`src/csie_regs.svh`:
```
// register offsets, field positions, reset values and timing counts
`ifndef CSIE_REGS_SVH
`define CSIE_REGS_SVH

`define CSIE_OFS_LEG_FLAGS   12'h004
`define CSIE_OFS_LEG_MASKS   12'h005
`define CSIE_OFS_GLB_CTRL    12'h01e
`define CSIE_OFS_ROUTE       12'h08c
`define CSIE_OFS_FUNC_FLAG   12'h091
`define CSIE_OFS_SOCK_EVENT  12'h100
`define CSIE_OFS_SOCK_MASK   12'h104

`define CSIE_LEG_BATTERY_DETECT_ONE        0
`define CSIE_LEG_BATTERY_DETECT_TWO        1
`define CSIE_LEG_READY       2
`define CSIE_LEG_PWR         3
`define CSIE_SOCK_IO_CARD_STATUS_CHANGED     0
`define CSIE_SOCK_CD1        1
`define CSIE_SOCK_CD2        2
`define CSIE_SOCK_PWR        3
`define CSIE_GLB_W1C_BIT     2
`define CSIE_FUNC_BIT        0

`define CSIE_RT_MODE_LSB     0
`define CSIE_RT_PTERM_LSB    4
`define CSIE_RT_SFUNC_LSB    8
`define CSIE_RT_SCSC_LSB     12

`define CSIE_LEG_MASK_RST    8'h00
`define CSIE_GLB_CTRL_RST    8'h00
`define CSIE_SOCK_MASK_RST   32'h00000000
`define CSIE_ROUTE_RST       32'h00000003

`define CSIE_TERM_INTA       0
`define CSIE_TERM_SERIAL     3
`define CSIE_SER_SLOTS       5'd17
`define CSIE_SER_INTA_SLOT   5'd16
`define CSIE_CLK_MHZ         40
`define CSIE_SER_SLOT_NS     125
`define CSIE_SER_SLOT_CYC    ((`CSIE_SER_SLOT_NS * `CSIE_CLK_MHZ) / 1000)

`endif

```
`src/csie_pkg.sv`:
```
// types shared by the card slot interrupt event block
package csie_pkg;

  typedef enum logic [1:0] {
    CT_NONE,
    CT_MEM16,
    CT_IO16,
    CT_CARDBUS
  } csie_card_type_e;

  typedef enum logic [1:0] {
    SIG_PAR_PCI,
    SIG_PAR_IRQ,
    SIG_SER_IRQ,
    SIG_SER_ALL
  } csie_sig_mode_e;

  typedef struct packed {
    logic card_detect_one;
    logic card_detect_two;
    logic battery_detect_one;
    logic battery_detect_two;
    logic ready_irq;
  } csie_card_s;

  typedef struct packed {
    logic        wr;
    logic        rd;
    logic [11:0] addr;
    logic [31:0] wdata;
  } csie_req_s;

  typedef struct packed {
    csie_sig_mode_e mode;
    logic [2:0]     par_term;
    logic [3:0]     ser_func_irq;
    logic [3:0]     ser_csc_irq;
  } csie_route_s;

endpackage

```
`src/csie_sync_edge.sv`:
```
// two-stage synchroniser with level, change and rise outputs
`timescale 1ns/1ps
module csie_sync_edge #(
  parameter int W = 5
) (
  input  wire logic         i_clk,
  input  wire logic         i_rst,
  input  wire logic [W-1:0] i_async,
  output logic      [W-1:0] o_level,
  output logic      [W-1:0] o_change,
  output logic      [W-1:0] o_rise
);

  logic [W-1:0] meta_r;
  logic [W-1:0] sync_r;
  logic [W-1:0] prev_r;

  // meta_r feeds sync_r only; edges are taken between sync_r and prev_r
  genvar g;
  generate
    for (g = 0; g < W; g++) begin : g_bit
      always_ff @(posedge i_clk or posedge i_rst) begin
        if (i_rst) begin
          meta_r[g] <= 1'b0;
          sync_r[g] <= 1'b0;
          prev_r[g] <= 1'b0;
        end else begin
          meta_r[g] <= i_async[g];
          sync_r[g] <= meta_r[g];
          prev_r[g] <= sync_r[g];
        end
      end
      assign o_change[g] = sync_r[g] ^ prev_r[g];
      assign o_rise[g]   = sync_r[g] & ~prev_r[g];
    end
  endgenerate

  assign o_level = sync_r;

endmodule

```
`src/csie_host_route.sv`:
```
// steers status-change and functional requests onto the seven terminals
`timescale 1ns/1ps
module csie_host_route
  import csie_pkg::*;
(
  input  wire logic        i_clk,
  input  wire logic        i_rst,
  input  wire logic        i_csc,
  input  wire logic        i_func,
  input  csie_pkg::csie_route_s i_route,
  output logic      [6:0]  o_terms
);

`include "csie_regs.svh"

  logic [15:0] div_r;
  logic [4:0]  slot_r;
  logic [6:0]  terms_r;
  logic [6:0]  terms_nxt;
  logic        slot_en;
  logic        par_pci;
  logic        ser_on;
  logic        ser_bit;
  logic        inta_req;
  logic [15:0] ser_irqs;

  function automatic logic [15:0] irq_onehot(input logic [3:0] n);
    irq_onehot = 16'h0001 << n;
  endfunction

  assign slot_en  = (div_r == 16'((`CSIE_SER_SLOT_CYC) - 1));
  assign par_pci  = (i_route.mode != SIG_SER_ALL);
  assign ser_on   = (i_route.mode == SIG_SER_IRQ) ||
                    (i_route.mode == SIG_SER_ALL);
  // csc rides INTA unless everything is serialised
  assign inta_req = i_csc ||
                    (i_func && (i_route.mode == SIG_PAR_PCI));
  assign ser_irqs = (i_func ? irq_onehot(i_route.ser_func_irq) : 16'h0000) |
                    ((i_csc && !par_pci) ?
                     irq_onehot(i_route.ser_csc_irq) : 16'h0000);
  // slot 0 is the start slot; a request shows as a low slot
  assign ser_bit  = (slot_r == 5'd0) ? 1'b0 :
                    (slot_r == `CSIE_SER_INTA_SLOT) ? 1'b1 :
                    ~ser_irqs[slot_r[3:0]];

  always_comb begin
    terms_nxt = 7'h00;
    terms_nxt[`CSIE_TERM_INTA] = par_pci ? ~inta_req : 1'b1;
    if (i_route.mode == SIG_PAR_IRQ && i_route.par_term != 3'd0) begin
      terms_nxt[i_route.par_term] = i_func;
    end
    if (ser_on) begin
      terms_nxt[`CSIE_TERM_SERIAL] = ser_bit;
    end
  end

  always_ff @(posedge i_clk or posedge i_rst) begin
    if (i_rst) begin
      div_r   <= 16'h0000;
      slot_r  <= 5'h00;
      terms_r <= 7'h01;
    end else begin
      div_r   <= slot_en ? 16'h0000 : div_r + 16'h0001;
      if (slot_en) begin
        slot_r <= (slot_r == `CSIE_SER_SLOTS - 5'd1) ? 5'h00 :
                  slot_r + 5'h01;
      end
      terms_r <= terms_nxt;
    end
  end

  assign o_terms = terms_r;

endmodule

```
`src/csie_top.sv`:
```
// card slot interrupt event detection, flags, masks and register access
`timescale 1ns/1ps

// Operation
// each socket interrupt is a status-change event or a functional request.
// all host signalling leaves through the seven multifunction terminals.
// parallel PCI, parallel ISA or serialized; PCI combines with either.
// functional requests only for 16-bit I/O or CardBus, never memory.
// either card-detect transition raises insertion/removal, any card type.
// memory card battery-detect transitions set legacy flags 1 and 0.
// memory card ready transition sets legacy flag bit 2.
// I/O card status-changed assertion sets legacy flag bit 0.
// I/O card irq request is unmasked functional request, 91h bit 0.
// CardBus status-change assertion sets socket event bit 0.
// CardBus card irq is unmasked functional request, 91h bit 0.
// power-up complete sets bit 3: legacy for 16-bit, socket for CardBus.
// CardBus insertion/removal masked and flagged in socket bits 2 and 1.
// all but functional requests maskable; every source has a flag.
// legacy flags clear on read or by write-one, chosen by global bit 2.
// socket event flags clear only by writing one.
// host interrupt held while enabled flag or functional request pends.
// socket inputs synchronised before edge detection; one flag per edge.
module csie_top
  import csie_pkg::*;
(
  input  wire logic                     I_CLK,
  input  wire logic                     I_SYS_RST,
  input  csie_pkg::csie_card_s          I_CARD,
  input  csie_pkg::csie_card_type_e     I_CARD_TYPE,
  input  wire logic                     I_PWR_CYCLE_DONE,
  input  csie_pkg::csie_req_s           I_REG_REQ,
  output logic [31:0]                   O_REG_RDATA,
  output logic                          O_REG_RVALID,
  output logic [6:0]                    O_MULTIFUNCTION_TERMINALS
);

`include "csie_regs.svh"

  //////////////////////////////////////////////////////////////////////////////
  // declarations

  logic [4:0]  pin_level;
  logic [4:0]  pin_change;
  logic [4:0]  pin_rise;

  logic [3:0]  leg_flags_r;
  logic [3:0]  leg_flags_nxt;
  logic [7:0]  leg_masks_r;
  logic [7:0]  glb_ctrl_r;
  logic [3:0]  sock_flags_r;
  logic [3:0]  sock_flags_nxt;
  logic [31:0] sock_masks_r;
  logic [31:0] route_r;
  logic        func_r;
  logic        csc_r;
  logic [31:0] rdata_r;
  logic        rvalid_r;

  logic        is_mem;
  logic        is_io;
  logic        is_cb;
  logic        is_16;
  logic [3:0]  leg_set;
  logic [3:0]  leg_clr;
  logic [3:0]  sock_set;
  logic [3:0]  sock_clr;
  logic        leg_w1c;
  logic        func_nxt;
  logic        csc_nxt;
  logic [31:0] rd_mux;
  csie_route_s route;

  logic        hit_leg_flags;
  logic        hit_leg_masks;
  logic        hit_glb;
  logic        hit_route;
  logic        hit_func;
  logic        hit_sock_ev;
  logic        hit_sock_mk;

  localparam int P_CD1  = 4;
  localparam int P_CD2  = 3;
  localparam int P_BATTERY_DETECT_ONE = 2;
  localparam int P_BATTERY_DETECT_TWO = 1;
  localparam int P_RDY  = 0;

  function automatic logic addr_is(input logic [11:0] a,
                                   input logic [11:0] ofs);
    addr_is = (a == ofs);
  endfunction

  //////////////////////////////////////////////////////////////////////////////
  // card pin synchronisation

  csie_sync_edge #(
    .W (5)
  ) u_sync (
    .i_clk    (I_CLK),
    .i_rst    (I_SYS_RST),
    .i_async  (I_CARD),
    .o_level  (pin_level),
    .o_change (pin_change),
    .o_rise   (pin_rise)
  );

  //////////////////////////////////////////////////////////////////////////////
  // card type qualification

  assign is_mem = (I_CARD_TYPE == CT_MEM16);
  assign is_io  = (I_CARD_TYPE == CT_IO16);
  assign is_cb  = (I_CARD_TYPE == CT_CARDBUS);
  assign is_16  = is_mem | is_io;

  //////////////////////////////////////////////////////////////////////////////
  // address decode

  assign hit_leg_flags = addr_is(I_REG_REQ.addr, `CSIE_OFS_LEG_FLAGS);
  assign hit_leg_masks = addr_is(I_REG_REQ.addr, `CSIE_OFS_LEG_MASKS);
  assign hit_glb       = addr_is(I_REG_REQ.addr, `CSIE_OFS_GLB_CTRL);
  assign hit_route     = addr_is(I_REG_REQ.addr, `CSIE_OFS_ROUTE);
  assign hit_func      = addr_is(I_REG_REQ.addr, `CSIE_OFS_FUNC_FLAG);
  assign hit_sock_ev   = addr_is(I_REG_REQ.addr, `CSIE_OFS_SOCK_EVENT);
  assign hit_sock_mk   = addr_is(I_REG_REQ.addr, `CSIE_OFS_SOCK_MASK);

  //////////////////////////////////////////////////////////////////////////////
  // status-change event sources, split from functional requests

  // shared pin: battery detect one on memory cards, status change otherwise
  assign leg_set[`CSIE_LEG_BATTERY_DETECT_ONE]  = (is_mem & pin_change[P_BATTERY_DETECT_ONE]) |
                                    (is_io & pin_rise[P_BATTERY_DETECT_ONE]);
  assign leg_set[`CSIE_LEG_BATTERY_DETECT_TWO]  = is_mem & pin_change[P_BATTERY_DETECT_TWO];
  assign leg_set[`CSIE_LEG_READY] = is_mem & pin_change[P_RDY];
  assign leg_set[`CSIE_LEG_PWR]   = is_16 & I_PWR_CYCLE_DONE;

  assign sock_set[`CSIE_SOCK_IO_CARD_STATUS_CHANGED] = is_cb & pin_rise[P_BATTERY_DETECT_ONE];
  // detect pins are watched for any card type, even with no card present
  assign sock_set[`CSIE_SOCK_CD1] = pin_change[P_CD1];
  assign sock_set[`CSIE_SOCK_CD2] = pin_change[P_CD2];
  assign sock_set[`CSIE_SOCK_PWR] = is_cb & I_PWR_CYCLE_DONE;

  //////////////////////////////////////////////////////////////////////////////
  // flag clearing

  assign leg_w1c = glb_ctrl_r[`CSIE_GLB_W1C_BIT];
  assign leg_clr = leg_w1c ?
                   ((I_REG_REQ.wr && hit_leg_flags) ?
                    I_REG_REQ.wdata[3:0] : 4'h0) :
                   ((I_REG_REQ.rd && hit_leg_flags) ? 4'hf : 4'h0);
  assign sock_clr = (I_REG_REQ.wr && hit_sock_ev) ?
                    I_REG_REQ.wdata[3:0] : 4'h0;

  // a new event in the clearing cycle survives the clear
  assign leg_flags_nxt  = (leg_flags_r & ~leg_clr) | leg_set;
  assign sock_flags_nxt = (sock_flags_r & ~sock_clr) | sock_set;

  //////////////////////////////////////////////////////////////////////////////
  // functional request and host request summary

  // no mask exists for functional requests; memory cards never raise them
  assign func_nxt = (is_io | is_cb) & pin_level[P_RDY];

  assign csc_nxt = |(leg_flags_r & leg_masks_r[3:0]) |
                   |(sock_flags_r & sock_masks_r[3:0]);

  //////////////////////////////////////////////////////////////////////////////
  // read data

  assign rd_mux = hit_leg_flags ? {28'h0, leg_flags_r} :
                  hit_leg_masks ? {24'h0, leg_masks_r} :
                  hit_glb       ? {24'h0, glb_ctrl_r} :
                  hit_route     ? route_r :
                  hit_func      ? {31'h0, func_r} :
                  hit_sock_ev   ? {28'h0, sock_flags_r} :
                  hit_sock_mk   ? sock_masks_r :
                  32'h00000000;

  //////////////////////////////////////////////////////////////////////////////
  // registers

  always_ff @(posedge I_CLK or posedge I_SYS_RST) begin
    if (I_SYS_RST) begin
      leg_flags_r  <= 4'h0;
      sock_flags_r <= 4'h0;
      func_r       <= 1'b0;
      csc_r        <= 1'b0;
    end else begin
      leg_flags_r  <= leg_flags_nxt;
      sock_flags_r <= sock_flags_nxt;
      func_r       <= func_nxt;
      csc_r        <= csc_nxt;
    end
  end

  always_ff @(posedge I_CLK or posedge I_SYS_RST) begin
    if (I_SYS_RST) begin
      leg_masks_r  <= `CSIE_LEG_MASK_RST;
      glb_ctrl_r   <= `CSIE_GLB_CTRL_RST;
      sock_masks_r <= `CSIE_SOCK_MASK_RST;
      route_r      <= `CSIE_ROUTE_RST;
    end else if (I_REG_REQ.wr) begin
      if (hit_leg_masks) begin
        leg_masks_r <= I_REG_REQ.wdata[7:0];
      end
      if (hit_glb) begin
        glb_ctrl_r <= I_REG_REQ.wdata[7:0];
      end
      if (hit_sock_mk) begin
        sock_masks_r <= I_REG_REQ.wdata;
      end
      if (hit_route) begin
        route_r <= I_REG_REQ.wdata;
      end
    end
  end

  always_ff @(posedge I_CLK or posedge I_SYS_RST) begin
    if (I_SYS_RST) begin
      rdata_r  <= 32'h00000000;
      rvalid_r <= 1'b0;
    end else begin
      rdata_r  <= I_REG_REQ.rd ? rd_mux : rdata_r;
      rvalid_r <= I_REG_REQ.rd;
    end
  end

  //////////////////////////////////////////////////////////////////////////////
  // host signalling

  assign route.mode         = csie_sig_mode_e'(route_r[`CSIE_RT_MODE_LSB +: 2]);
  assign route.par_term     = route_r[`CSIE_RT_PTERM_LSB +: 3];
  assign route.ser_func_irq = route_r[`CSIE_RT_SFUNC_LSB +: 4];
  assign route.ser_csc_irq  = route_r[`CSIE_RT_SCSC_LSB +: 4];

  csie_host_route u_route (
    .i_clk   (I_CLK),
    .i_rst   (I_SYS_RST),
    .i_csc   (csc_r),
    .i_func  (func_r),
    .i_route (route),
    .o_terms (O_MULTIFUNCTION_TERMINALS)
  );

  assign O_REG_RDATA  = rdata_r;
  assign O_REG_RVALID = rvalid_r;

endmodule

```
`config.mk`:
```
export PLATFORM = sky130hd
export DESIGN_NAME = csie_top
export DESIGN_NICKNAME = d
export VERILOG_FILES = /design/src/csie_pkg.sv /design/src/csie_sync_edge.sv /design/src/csie_host_route.sv /design/src/csie_top.sv
export VERILOG_INCLUDE_DIRS = /design/src
export SDC_FILE = /design/constraint.sdc
export NUM_CORES = 1
export LEC_CHECK = 0
export BUFFER_PORTS_ARGS = -buffer_cell sky130_fd_sc_hd__buf_2
export CORE_MARGIN = 4
export CORE_UTILIZATION = 62
export DETAILED_ROUTE_END_ITERATION = 10
export PLACE_DENSITY = 0.88
export SYNTH_ARGS = -nofsm -noshare
export SYNTH_HDL_FRONTEND = slang
export SYNTH_HIERARCHICAL = 1
export SYNTH_SLANG_ARGS = --single-unit
```
`constraint.sdc`:
```
create_clock -name I_CLK -period 10.65 [get_ports I_CLK]
set_input_delay 0.5325 -clock I_CLK [delete_from_list [all_inputs] [get_ports I_CLK]]
set_output_delay 0.5325 -clock I_CLK [all_outputs]
set_load 0.02 [all_outputs]
```
Yosys cells after proc, flatten, opt, wreduce, memory -nomap -nowiden
Index checks and enable logic that the tools add are counted.

Input bits: 56. Logic and storage cells: 125. Bits in registers: 166.

Bitwise operators: 30. Equality and inequality tests: 16. Reductions and logical operators: 19. Multiplexer cells: 25. Add/sub/neg operators: 2. Shift operators: 2. Magnitude comparators: 3.

Operator list (number): two-way mux 32 bit (7); two-way mux 16 bit (3); left shift 1 x 4 -> 16 bit (first input constant) (2); equality test 12 x 3 -> 1 bit (second input constant) (2); equality test 12 x 8 -> 1 bit (second input constant) (2); equality test 12 x 9 -> 1 bit (second input constant) (2); adder 16 x 1 -> 16 bit (second input constant) (1); AND 4 bit (4); equality test 16 x 3 -> 1 bit (second input constant) (1); two-way mux 4 bit (4); bitwise OR 16 bit (1); equality test 12 x 5 -> 1 bit (second input constant) (1); AND 1 bit (9); equality test 2 bit (second input constant) (4); inverter 4 bit (2); bitwise OR 4 bit (2); AND reduction 2 bit (4); OR reduction 4 bit (2); bitwise mux 7 bit (1); logical AND 1 bit (7); two-way mux 7 bit (1); two-way mux 1 bit (6); adder 5 x 1 -> 5 bit (second input constant) (1); equality test 5 bit (second input constant) (1); other kinds (16) (27).

Logic depth before layout (Yosys ltp)
Gate-level depths: netlist of run 1.

Depth after elaboration: 11. Depth in mapped cells: 8.

By module
Netlist of run 1, hierarchy kept.

Modules (own cells, without submodules): csie_top (cells an instance 424, area each 5367.6 sq um, sequential area each 3080.5 sq um, instances 1); csie_host_route (cells an instance 184, area each 1679.1 sq um, sequential area each 701.9 sq um, instances 1); csie_sync_edge (cells an instance 31, area each 479.2 sq um, sequential area each 375.4 sq um, instances 1).

Worst setup path before layout of run 1
No wires, ideal clock.

Kind: input port to flip-flop. Start point: input port I_REG_REQ[35] in the netlist's numbering. End point: register rdata_r[2], in the netlist O_REG_RDATA[2]. Required time: 10.513 ns. Setup slack: 8.335 ns. Cell stages on the path: 6. Path buffers: 1. Data arrival time: 2.179 ns. Library setup time: 0.137 ns. Path through: or4b_2 or4_1 clkbuf_2 o22ai_1 a2bb2oi_1 a21oi_1.

Longest elaborated chain between the ends: 8. Elaborated cells on any way between the ends: 14. Classes of those cells: 7 x eq/ne; 7 x mux.

RTL lines: start, declared (RTL line csie_top.sv:31) `input csie_pkg::csie_req_s I_REG_REQ,`; equality test 12 x 9 -> 1 bit (RTL line csie_top.sv:89) `addr_is = (a == ofs);`; two-way mux 32 bit (RTL line csie_top.sv:174) `hit_sock_mk ? sock_masks_r :`; two-way mux 32 bit (RTL line csie_top.sv:173) `hit_sock_ev ? {28'h0, sock_flags_r} :`; two-way mux 32 bit (RTL line csie_top.sv:172) `hit_func ? {31'h0, func_r} :`; two-way mux 32 bit (RTL line csie_top.sv:171) `hit_route ? route_r :`; two-way mux 32 bit (RTL line csie_top.sv:170) `hit_glb ? {24'h0, glb_ctrl_r} :`; two-way mux 32 bit (RTL line csie_top.sv:169) `hit_leg_masks ? {24'h0, leg_masks_r} :`; two-way mux 32 bit * (RTL line csie_top.sv:168) `assign rd_mux = hit_leg_flags ? {28'h0, leg_flags_r} :`; end signal, assigned (RTL line csie_top.sv:221) `rdata_r <= I_REG_REQ.rd ? rd_mux : rdata_r;`; end, declared (RTL line csie_top.sv:56) `logic [31:0] rdata_r;`.

Every way passes the cells marked *; elsewhere a longest branch is shown, timed or not. A chain may end at the register's enable or synchronous reset.

Worst setup path after layout of run 1
Start point: input port I_REG_REQ[35] in the netlist's numbering. End point: register rdata_r[27], in the netlist O_REG_RDATA[27].

Same word-level chain as after synthesis.

==> out/results.md, run 1 <==
| Metric | Value | Unit |
|:---|:---|:---|
| Sequential Power Share | 48.7 | % |
| Number of levels the H-tree was split into | 4 | - |
| Switching Fraction | 21.7 | % |
| Pleak | 4.25 | nW |
| Root buffer cell | clkbuf_16 | - |
| Die H | 118 | um |
| Via count | 5633 | - |
| First DRT Iteration DRCs | 573 | - |
| Data required time at the worst endpoint | 10.88 | ns |
| Post-layout total power | 1.32 | mW |
| Final core utilization | 74.6 | % |
| Unrepaired setup endpoints after global routing | false | - |
| Cell with the biggest individual delay on the critical path | nand2_1 | - |
| Period Utilization, post-route | 27.2 | % |
| Max Fclk | 346 | MHz |
| EDFF count, synth | 0 | - |
| Ys Warns | 6 | - |
| Total number of nets in the final design | 798 | - |
| Category of cells accounting for the largest share of critical-path delay | simple AND/OR/NAND/NOR gates | - |
| Final hold violation count | 0 | - |
| Initial Util | 64.5 | % |
| Beginning of the worst register-to-register path | u_route/slot_r[0] | - |
| Register bit count reported by yosys | 166 | - |
| Worst Max-Slew Pin Slew | 1.03 | ns |
| Overflow left after global routing | 0 | - |
| Synth-to-layout area growth | 15.6 | % |
| Largest area contributor in the synthesized netlist | dfrtp_1 | - |
| Final min period | 2.89 | ns |
| Max-Cap Viols | 0 | - |
| Number of distinct library cell variants in the gate-level netlist after synthesis | 65 | - |
| Number of routed nets with antenna violations | 0 | - |
| Critical path fanouts, max | 24 | - |
| CTS tree | built | - |
| Syn Nets | 707 | - |
| Most common library cells after synthesis | dfrtp_1, inv_1, mux2_2 | - |
| Clock-pin transition on the worst setup and hold timing paths | 0.06 | ns |
| Sum of negative setup slack | 0 | ns |
| Crit path buffers/inverters | 1 | - |
| Total of cells resized after clock tree synthesis | 0 | - |
| Worst Setup Slack, final | 7.76 | ns |
| Hold-fix buffers at CTS | 0 | - |
| Critical Setup Path Class | input port to flop | - |
| Pwr per Cell Area | 151 | nW/um2 |
| R2R cell count | 7 | - |
| Total I/O pin count | 96 | - |
| Setup clock skew after layout | 0.00602 | ns |
| Global-route wire length before repair | 30000 | um |
| Area of the core region | 11700 | um2 |
| Post-route cell area | 8700 | um2 |
| Area after detailed placement | 8090 | um2 |
| Post-route worst hold slack | 0.165 | ns |
| Summed instance area of the synthesized netlist | 7530 | um2 |
| Post-layout instance count excluding filler cells | 885 | - |
| Via density per instance | 6.36 | - |
| Top cells by area in the synthesized netlist | dfrtp_1, mux2_2, mux2_1 | - |
| Most frequent cell after synthesis | dfrtp_1 | - |
| Fraction of the yosys area taken by sequential cells | 55.2 | % |
| Asr flop ratio synth | 100 | % |
| Critical Path, Cell by Cell | buf_2 > or4b_2 > nor4_4 > nor2_1 > nand2_1 > o22ai_1 | - |
| Die X-Extent | 118 | um |
| Number of instances in the synthesized netlist | 639 | - |
| Cell total after placement | 854 | - |
| Class of the tightest hold or removal check | input port to async pin | - |
| Cts bufs inserted | 17 | - |
| Routed length per placed instance | 20.8 | um |
| Overall routed net length | 18400 | um |
| Status | finished, final reports clean | - |
| Net load switching power | 286 | uW |
| Internal power | 1.03 | mW |
| Maximum number of buffers from clock root to sink | 2 | - |
| Pin count of the biggest net entering global routing | 83 | - |
| Weighted congestion at the end of routability-driven global placement | 0.874 | - |
| Worst vdd ir | 140 | uV |
| Sort of element at the end of the critical path | flop | - |
| Half-perimeter wire length after detailed placement | 12000 | um |
| Aggregate global-route resource usage | 27.0 | % |
| Total count of max-transition violations in the final report | 0 | - |
| Worst slack at placement | 7.45 | ns |
| Clock net sink count | 166 | - |
| Insertion delay of the later-clocked pin in the worst-skew pair | 0.42 | ns |
| Diode insertion count for antenna repair | 0 | - |
| DRC viols | 0 | - |
| Largest stage delay on the critical path | 0.77 | ns |
| Share of power burned in the clock network | 47.3 | % |
| Area share of the leading cell type in the synthesized netlist | 54.2 | % |
| Total Die Area | 14000 | um2 |
| Antenna violations before repair | 0 | - |
| Row Count | 39 | - |
| Quantity of I/O buffers inserted on ports | 95 | - |
| Worst EP arrival | 3.12 | ns |
| Worst setup SP type | input port | - |
| Crit Reg-Reg Endpoint | u_route/o_terms[3] | - |
| Fraction of final layout cells with drive strength greater than 1 | 27.1 | % |
| Logic pwr share | 4.0 | % |
| Post-CTS Setup Bufs | 0 | - |
| Syn avg cell area | 11.8 | um2 |
| Most frequently used flop master after synthesis | dfrtp_1 | - |
| R2R Setup Slk | 8.50 | ns |
| Count of TritonRoute iterations in the first routing pass | 7 | - |
| Setup violation total in the final timing report | 0 | - |
| Number of global-route vias before repair | 5927 | - |
| Slew margin rel. | 31.4 | % |
area by class of cell:
| type | count | area, um2 |
|---|---|---|
| tap | 143 | 179 |
| fill | 709 | 2960 |
| multi-input combinational | 394 | 3050 |
| clock buffer | 23 | 498 |
| clock inverter | 8 | 111 |
| inverter | 52 | 198 |
| timing repair buffer | 99 | 505 |
| sequential | 166 | 4160 |
worst max-delay path by stage:
stage	start	endpoint	slack [ns]	cells after the start
floorplan	I_SYS_RST	O_REG_RDATA[0]	6.85	1
global placement	I_REG_REQ[36]	route_r[14]	7.49	6
detailed placement	I_REG_REQ[36]	route_r[22]	7.45	6
CTS	I_REG_REQ[35]	O_REG_RDATA[27]	7.75	6
global route	I_REG_REQ[35]	O_REG_RDATA[27]	7.66	6
finish	I_REG_REQ[35]	O_REG_RDATA[27]	7.76	6
registers in the layout, indices dropped and copies added, names as in the netlist, 4 cells and up:
register         cells
O_REG_RDATA         32
leg_masks_r          8
u_route/o_terms      7
u_route/div_r       16
sock_masks_r        32
u_sync/prev_r        5
u_sync/o_level       5
glb_ctrl_r           8
route_r             32
u_route/slot_r       5
leg_flags_r          4
u_sync/meta_r        5
sock_flags_r         4
cell families after synthesis:
logic type | synth area share (%)
flip-flops | 55.2
AND/OR/NAND/NOR | 12.3
AO/OA/AOI/OAI | 11.3
multiplexers | 12.9
buffers and inverters | 4.24
XOR/XNOR | 1.98
adder cells (fa/ha/maj) | 1.99
routing by layer:
metal  part of all wire (%)  vias to the layer above  track usage, %
met4                    3.0                        0            12.6
met3                    6.2                       53            6.30
met1                     39                     2847            33.8
met2                     52                      230            44.9
li1                       -                     2503               -
met5                      0                        -               0
power by group through the flow:
stage	clock, mW	combinational, mW	sequential [mW]
6_report	0.623	0.0532	0.641
5_1_grt	0.663	0.0588	0.641
4_1_cts	0.630	0.0535	0.641
3_5_place_dp	0	0.0528	0.653
3_3_place_gp	0	0.0506	0.652
2_1_floorplan	0	0.0274	0.652
layout by cell type, fill, tap and decap left out, drive strengths merged, types with 5 or more instances in the layout:
master and n:
nor2 19, ha 12, o22ai 31, mux2i 5
nand2 38, clkbuf 23, buf 99, o21ai 14
a22oi 32, nor4 11, and2 5, nor3 11
a31oi 8, a21oi 7, xor2 5, dfrtp 163
nor2b 7, nand3 19, nand4 8, inv 54
a221oi 6, mux2 80, xnor2 12, a21o 5
nor3b 6
Note: power is estimated with default switching activity, not from simulation.
==> run 2, diff against run 1 <==
- ABC_AREA: not set -> 1
- CORE_UTILIZATION: 62 -> 53
- PLACE_DENSITY: 0.88 -> 0.79
- clock period: 10.65 -> 2.4 ns (I/O delays scaled with it)
==> run 2 against run 1 <==
  * Sequential power rose to 4.4 times the previous value
  * Die area rose by 24%
  * Critical path type is now flop to flop
  * Largest power group unchanged
  * Worst setup slack got worse by 7.2 ns
  * Highest routed layer unchanged
==> out/results.md, run 2 <==
| Metric | Value | Unit |
|:---|:---|:---|
| Unrepaired setup endpoints after global routing | false | - |
| Final min period | 1.84 | ns |
| Final hold violation count | 0 | - |
| Data required time at the worst endpoint | 2.75 | ns |
| Dominant cell type by count on the critical path | nor3_1 | - |
| Post-synthesis share of cell area spent on xor and xnor gates | 1.08 | % |
| Initial Util | 55.1 | % |
| Diode insertion count for antenna repair | 0 | - |
| Quantity of I/O buffers inserted on ports | 95 | - |
| Most frequently used flop master after synthesis | dfrtp_1 | - |
| Post-route cell area | 9560 | um2 |
| Post-synthesis adder-cell area fraction | 1.85 | % |
| CTS tree | built | - |
| Most common library cell in the layout ignoring fill and taps | nand2_1 | - |
| Half-perimeter wire length after detailed placement | 12200 | um |
| Root buffer cell | clkbuf_16 | - |
| Top cells by area in the synthesized netlist | dfrtp_1, nand2_1, o21ai_2 | - |
| Crit path buffers/inverters | 0 | - |
| Total Die Area | 17400 | um2 |
| Class of the tightest hold or removal check | input port to flop | - |
| Worst Setup Slack, final | 0.559 | ns |
| Fraction of final layout cells with drive strength greater than 1 | 22.5 | % |
| Overflow left after global routing | 0 | - |
| Period Utilization, post-route | 76.7 | % |
| Post-layout instance count excluding filler cells | 1235 | - |
| Most common library cells after synthesis | nand2_1, dfrtp_1, inv_1 | - |
| DRC viols | 0 | - |
| Pin count of the biggest net entering global routing | 124 | - |
| Area of the core region | 14800 | um2 |
| Clock-pin transition on the worst setup and hold timing paths | 0.07 | ns |
| Beginning of the worst register-to-register path | u_route/div_r[13] | - |
| Status | finished, final reports clean | - |
| Slew margin rel. | 54.8 | % |
| Max Fclk | 543 | MHz |
| Area after detailed placement | 8660 | um2 |
| Area share of the leading cell type in the synthesized netlist | 50.2 | % |
| Worst EP arrival | 2.19 | ns |
| Overall routed net length | 18800 | um |
| Routed length per placed instance | 15.3 | um |
| Total I/O pin count | 96 | - |
| Aggregate global-route resource usage | 22.4 | % |
| Worst slack at placement | 0.603 | ns |
| Die X-Extent | 132 | um |
| Cell with the biggest individual delay on the critical path | dfrtp_1 | - |
| Area of all sequential standard cells | 4160 | um2 |
| Largest family of logic cells by synthesized area | simple AND/OR/NAND/NOR gates | - |
| Syn avg cell area | 8.90 | um2 |
| Number of levels the H-tree was split into | 4 | - |
| Max-Cap Viols | 0 | - |
| Fraction of the yosys area taken by sequential cells | 51.2 | % |
| Global-route wire length before repair | 31600 | um |
| Register bit count reported by yosys | 166 | - |
| Number of global-route vias before repair | 6527 | - |
| Asr flop ratio synth | 100 | % |
| Critical path fanouts, max | 8 | - |
| Critical Setup Path Class | flop to flop | - |
| Launch point of the worst hold path | I_REG_REQ[6] | - |
| Cell total after placement | 1171 | - |
| EDFF count, synth | 0 | - |
| Critical Path, Cell by Cell | nor2_1 > nand3_1 > nor4_1 > nand2_1 > nor3_1 > a21oi_1 > nor3_1 | - |
| Synthesized-area fraction occupied by ao, oa, aoi and oai cells | 12.7 | % |
| Weighted congestion at the end of routability-driven global placement | 0.957 | - |
| Synth-to-layout area growth | 17.7 | % |
| Via count | 6560 | - |
| Pwr per Cell Area | 606 | nW/um2 |
| Total number of nets in the final design | 1106 | - |
| Clock net sink count | 166 | - |
| Largest area contributor in the synthesized netlist | dfrtp_1 | - |
| Die H | 132 | um |
| Cts bufs inserted | 17 | - |
| Highest-count cells in the layout ignoring fill and taps | nand2_1, dfrtp_1, inv_1 | - |
| Post-CTS Setup Bufs | 0 | - |
| Via density per instance | 5.31 | - |
| Category of cells accounting for the largest share of critical-path delay | simple AND/OR/NAND/NOR gates | - |
| Number of distinct library cell variants in the gate-level netlist after synthesis | 42 | - |
| Setup clock skew after layout | 0.0168 | ns |
| Setup violation total in the final timing report | 0 | - |
| Ys Warns | 6 | - |
| Area of the multi-input gates | 3280 | um2 |
| Worst Max-Slew Pin Slew | 0.679 | ns |
| Summed instance area of the synthesized netlist | 8120 | um2 |
| Worst vdd ir | 529 | uV |
| Pleak | 5.00 | nW |
| Number of instances in the synthesized netlist | 913 | - |
| Maximum number of buffers from clock root to sink | 2 | - |
| Syn Nets | 981 | - |
| Largest stage delay on the critical path | 0.42 | ns |
| Sort of element at the end of the critical path | flop | - |
| First DRT Iteration DRCs | 569 | - |
| Insertion delay of the later-clocked pin in the worst-skew pair | 0.44 | ns |
| Multiplexer share of the synthesized area | 0 | % |
| Total count of max-transition violations in the final report | 0 | - |
| Row Count | 44 | - |
| Sum of negative setup slack | 0 | ns |
| Fill cells | 1181 | - |
| Launching element of the worst setup path | u_route/div_r[13] | - |
| Count of TritonRoute iterations in the first routing pass | 5 | - |
| Most frequent cell after synthesis | nand2_1 | - |
| Antenna violations before repair | 0 | - |
| Area share of and/or/nand/nor cells after synthesis | 24.8 | % |
| Worst setup SP type | flop | - |
| Number of routed nets with antenna violations | 0 | - |
[run 2: worst reg2reg max path, cell delays in order, from the launching register on]
cell and delay [ns]:
dfrtp_1 0.42, nor2_1 0.10, nand3_1 0.07, nor4_1 0.27
nand2_1 0.26, nor3_1 0.33, a21oi_1 0.11, nor3_1 0.19
[run 2: what timing repair did]
action,in CTS,in global routing
endpoints found under the hold margin,216,0
hold buffers,32,0
gates resized for setup,0,0
[run 2: cell families after synthesis]
logic type	after synthesis
adder cells (fa/ha/maj)	12
AO/OA/AOI/OAI	134
XOR/XNOR	10
flip-flops	166
buffers and inverters	142
AND/OR/NAND/NOR	449
[run 2: routing by layer]
layer | GRT usage (%) | part of all wire (%) | vias to the layer above | wire length [um]
met4 | 9.86 | 2.7 | 0 | 516
met1 | 29.1 | 42 | 3118 | 7960
met3 | 4.96 | 5.4 | 43 | 1030
met5 | 0 | 0 | - | 0
met2 | 36.3 | 50 | 197 | 9350
li1 | - | - | 3202 | -
[run 2: power breakdown]
group / switching [mW] / total, mW / internal [mW]
sequential: 0.0143 / 2.83 / 2.82
clock: 1.28 / 2.67 / 1.39
combinational: 0.188 / 0.291 / 0.103
[run 2: final timing paths]
kind | to | slack, ns | cells past startpoint
setup reg to reg | u_route/slot_r[4] | 0.56 | 7
setup / recovery | u_route/slot_r[4] | 0.56 | 7
hold reg to reg | u_sync/o_level[4] | 0.35 | 0
hold / removal | leg_masks_r[6] | 0.03 | 3
min in group asynchronous | u_sync/o_level[3] | 0.30 | 3
max in group asynchronous | O_REG_RDATA[25] | 1.45 | 4
[run 2: final cells by class]
class	count	area share, %
timing repair buffer	133	9.06
tap	184	2.41
multi-input combinational	605	34.4
sequential	166	43.5
clock buffer	17	4.45
clock inverter	15	1.61
inverter	115	4.63
[run 2: metrics by stage]
| step | total power [mW] | util [%] | hold WS [ns] |
|---|---|---|---|
| 5_1_grt | 6.01 | 64.8 | 0.0227 |
| 4_1_cts | 5.83 | 64.8 | 0.0119 |
| 3_5_place_dp | 3.14 | 58.7 | 0.212 |
| 3_3_place_gp | 3.14 | 58.7 | 0.215 |
| 6_report | 5.79 | 64.8 | 0.0261 |
| 2_1_floorplan | 3.03 | - | 0.0215 |
==> run 3, diff against run 2 <==
- ABC_AREA: 1 -> 0
- CORE_UTILIZATION: 53 -> 58
- PLACE_DENSITY: 0.79 -> 0.83
- clock period: 2.4 -> 1.8 ns (I/O delays scaled with it)
==> run 3 against run 2 <==
  * Clock skew is 0.0068 ns lower
  * Largest power group is now the clock network
  * Final area is 1.1% higher
  * Cell count is 19% lower
  * Combinational power is 54% higher
  * First-iteration DRC count is 26% higher
  * The flow now finishes with violations (negative setup slack)
  * Fmax is 1.4% lower
  * Critical path depth is 1 lower
  * Count of clock-buffer cells in the layout is 2 higher
  * Core utilization is 11 points higher
  * Die area is 14% lower
==> out/results.md, run 3 (synthesis gave the netlist of run 1 again) <==
| Metric | Value | Unit |
|:---|:---|:---|
| Sort of element at the end of the critical path | flop | - |
| Final min period | 1.87 | ns |
| Insertion delay of the later-clocked pin in the worst-skew pair | 0.43 | ns |
| Pwr per Cell Area | 840 | nW/um2 |
| Switching Fraction | 22.2 | % |
| Antenna violations before repair | 1 | - |
| Total count of max-transition violations in the final report | 0 | - |
| Via count | 6147 | - |
| Pleak | 4.71 | nW |
| Area of the core region | 12700 | um2 |
| Unrepaired setup endpoints after global routing | true | - |
| Final core utilization | 76.3 | % |
| Weighted congestion at the end of routability-driven global placement | 0.939 | - |
| Logic pwr share | 5.5 | % |
| Total Die Area | 14900 | um2 |
| Area of all sequential standard cells | 4160 | um2 |
| Cts bufs inserted | 17 | - |
| Sequential Power Share | 46.7 | % |
| Maximum number of buffers from clock root to sink | 2 | - |
| Worst Max-Slew Pin Slew | 0.542 | ns |
| Diode insertion count for antenna repair | 0 | - |
| Worst EP arrival | 2.17 | ns |
| Number of levels the H-tree was split into | 4 | - |
| Clock net sink count | 166 | - |
| CTS tree | built | - |
| Cells on Worst Hold Path | 3 | - |
| Post-layout total power | 8.12 | mW |
| Quantity of I/O buffers inserted on ports | 95 | - |
| Die X-Extent | 122 | um |
| Status | finished with violations | - |
| Violated checks | negative setup slack | - |
| Number of global-route vias before repair | 6308 | - |
| Overall routed net length | 20200 | um |
| Worst Setup Slack, final | -0.0663 | ns |
| Class of the tightest hold or removal check | input port to flop | - |
| Max-Cap Viols | 0 | - |
| Clock-pin transition on the worst setup and hold timing paths | 0.06 | ns |
| Overflow left after global routing | 0 | - |
| Root buffer cell | clkbuf_16 | - |
| Global-route wire length before repair | 32200 | um |
| Count of TritonRoute iterations in the first routing pass | 5 | - |
| Highest-count cells in the layout ignoring fill and taps | dfrtp_1, buf_2, inv_1, mux2_2, buf_4 | - |
| Total number of nets in the final design | 888 | - |
| Worst setup SP type | flop | - |
| Pin count of the biggest net entering global routing | 67 | - |
| Initial Util | 59.4 | % |
| Fill cells | 782 | - |
| R2R cell count | 6 | - |
| Data required time at the worst endpoint | 2.10 | ns |
| Number of routed nets with antenna violations | 0 | - |
| Slew margin rel. | 63.8 | % |
| Fraction of final layout cells with drive strength greater than 1 | 30.7 | % |
| Synth-to-layout area growth | 28.4 | % |
| Share of power burned in the clock network | 47.7 | % |
| Via density per instance | 6.12 | - |
| Half-perimeter wire length after detailed placement | 13200 | um |
| Critical path fanouts, max | 4 | - |
| Total I/O pin count | 96 | - |
| Setup violation total in the final timing report | 1 | - |
| DRC viols | 0 | - |
| Most common library cell in the layout ignoring fill and taps | dfrtp_1 | - |
| Max Fclk | 536 | MHz |
| Aggregate global-route resource usage | 28.3 | % |
| Routed length per placed instance | 20.1 | um |
| Critical Setup Path Class | flop to flop | - |
| Period Utilization, post-route | 104 | % |
| Setup clock skew after layout | 0.0100 | ns |
| Worst vdd ir | 1080 | uV |
| Net load switching power | 1.81 | mW |
| Row Count | 41 | - |
| Area of the multi-input gates | 3080 | um2 |
| Die H | 122 | um |
| Internal power | 6.31 | mW |
| First DRT Iteration DRCs | 717 | - |
| Final hold violation count | 0 | - |
==> run 3: changes by cell type in the layout (fill, tap and decap cells not counted), sizes merged, moves of 40 or more <==
cell,previous run,this run
nand2,280,38
mux2,0,80
o21ai,90,14
inv,123,55
nor2,71,19
buf,101,149
nand3,59,19
==> run 3: metal layers <==
metal	routed length (um)	global-route usage (%)	share of wire, %
met5	13	0	0.064
met4	717	13.2	3.5
met3	1380	6.08	6.8
met2	10300	46.8	51
met1	7800	35.8	39
==> run 3: path summary, 6_finish.rpt <==
path / end / startpoint / slack [ns]
max in group asynchronous: O_REG_RDATA[9] / I_SYS_RST / 0.89
hold / removal: leg_flags_r[3] / I_CARD_TYPE[1] / 0.06
hold reg to reg: u_sync/o_level[2] / u_sync/meta_r[2] / 0.35
setup / recovery: u_route/o_terms[3] / route_r[1] / -0.07
min in group asynchronous: leg_masks_r[1] / I_SYS_RST / 0.24
setup reg to reg: u_route/o_terms[3] / route_r[1] / -0.07
==> run 3: layout make-up <==
cell class | instances | share of cell area [%]
well taps | 172 | 2.23
inverters | 52 | 2.06
flip-flops and latches | 166 | 43.0
clock inverters | 13 | 2.01
multi-input cells | 394 | 31.9
clock buffers | 19 | 4.48
repair buffers | 189 | 14.3
==> run 3: what timing repair did <==
| item | in CTS | in global routing |
|---|---|---|
| resized for setup | 1 | 5 |
| pin swaps | 1 | 1 |
| cloned | 0 | 0 |
| setup endpoints to repair | 1 | 7 |
| hold buffers | 40 | 0 |
| hold endpoints to repair | 134 | 0 |
| setup buffers | 1 | 1 |
==> run 3: power by group through the flow <==
stage               clock network [mW]  logic (mW)  registers, mW
CTS                               3.89       0.445           3.79
detailed placement                   0       0.371           3.86
global placement                     0       0.356           3.86
floorplan                            0       0.163           3.86
finish                            3.88       0.448           3.79
global route                      4.05       0.488           3.79
==> run 3: metrics by stage <==
stage	setup WS, ns	hold WS [ns]	std cells	area (um2)	setup TNS, ns
global route	-0.146	0.0463	1005	9660	-0.146
global placement	-0.132	0.138	931	8590	-4.57
finish	-0.0663	0.0599	1005	9660	-0.0663
CTS	-0.0528	0.0459	1004	9630	-0.0528
floorplan	0.00677	-0.00852	639	7530	0
detailed placement	-0.186	0.144	931	8590	-6.89
==> run 3: worst max-delay path, cell delays in order, from the launching register on <==
cell and delay [ns]:
dfstp_2 0.56, and4_4 0.23, and2b_2 0.17, a32oi_1 0.10, mux4_2 0.48, nor3_2 0.13, nor3_1 0.08
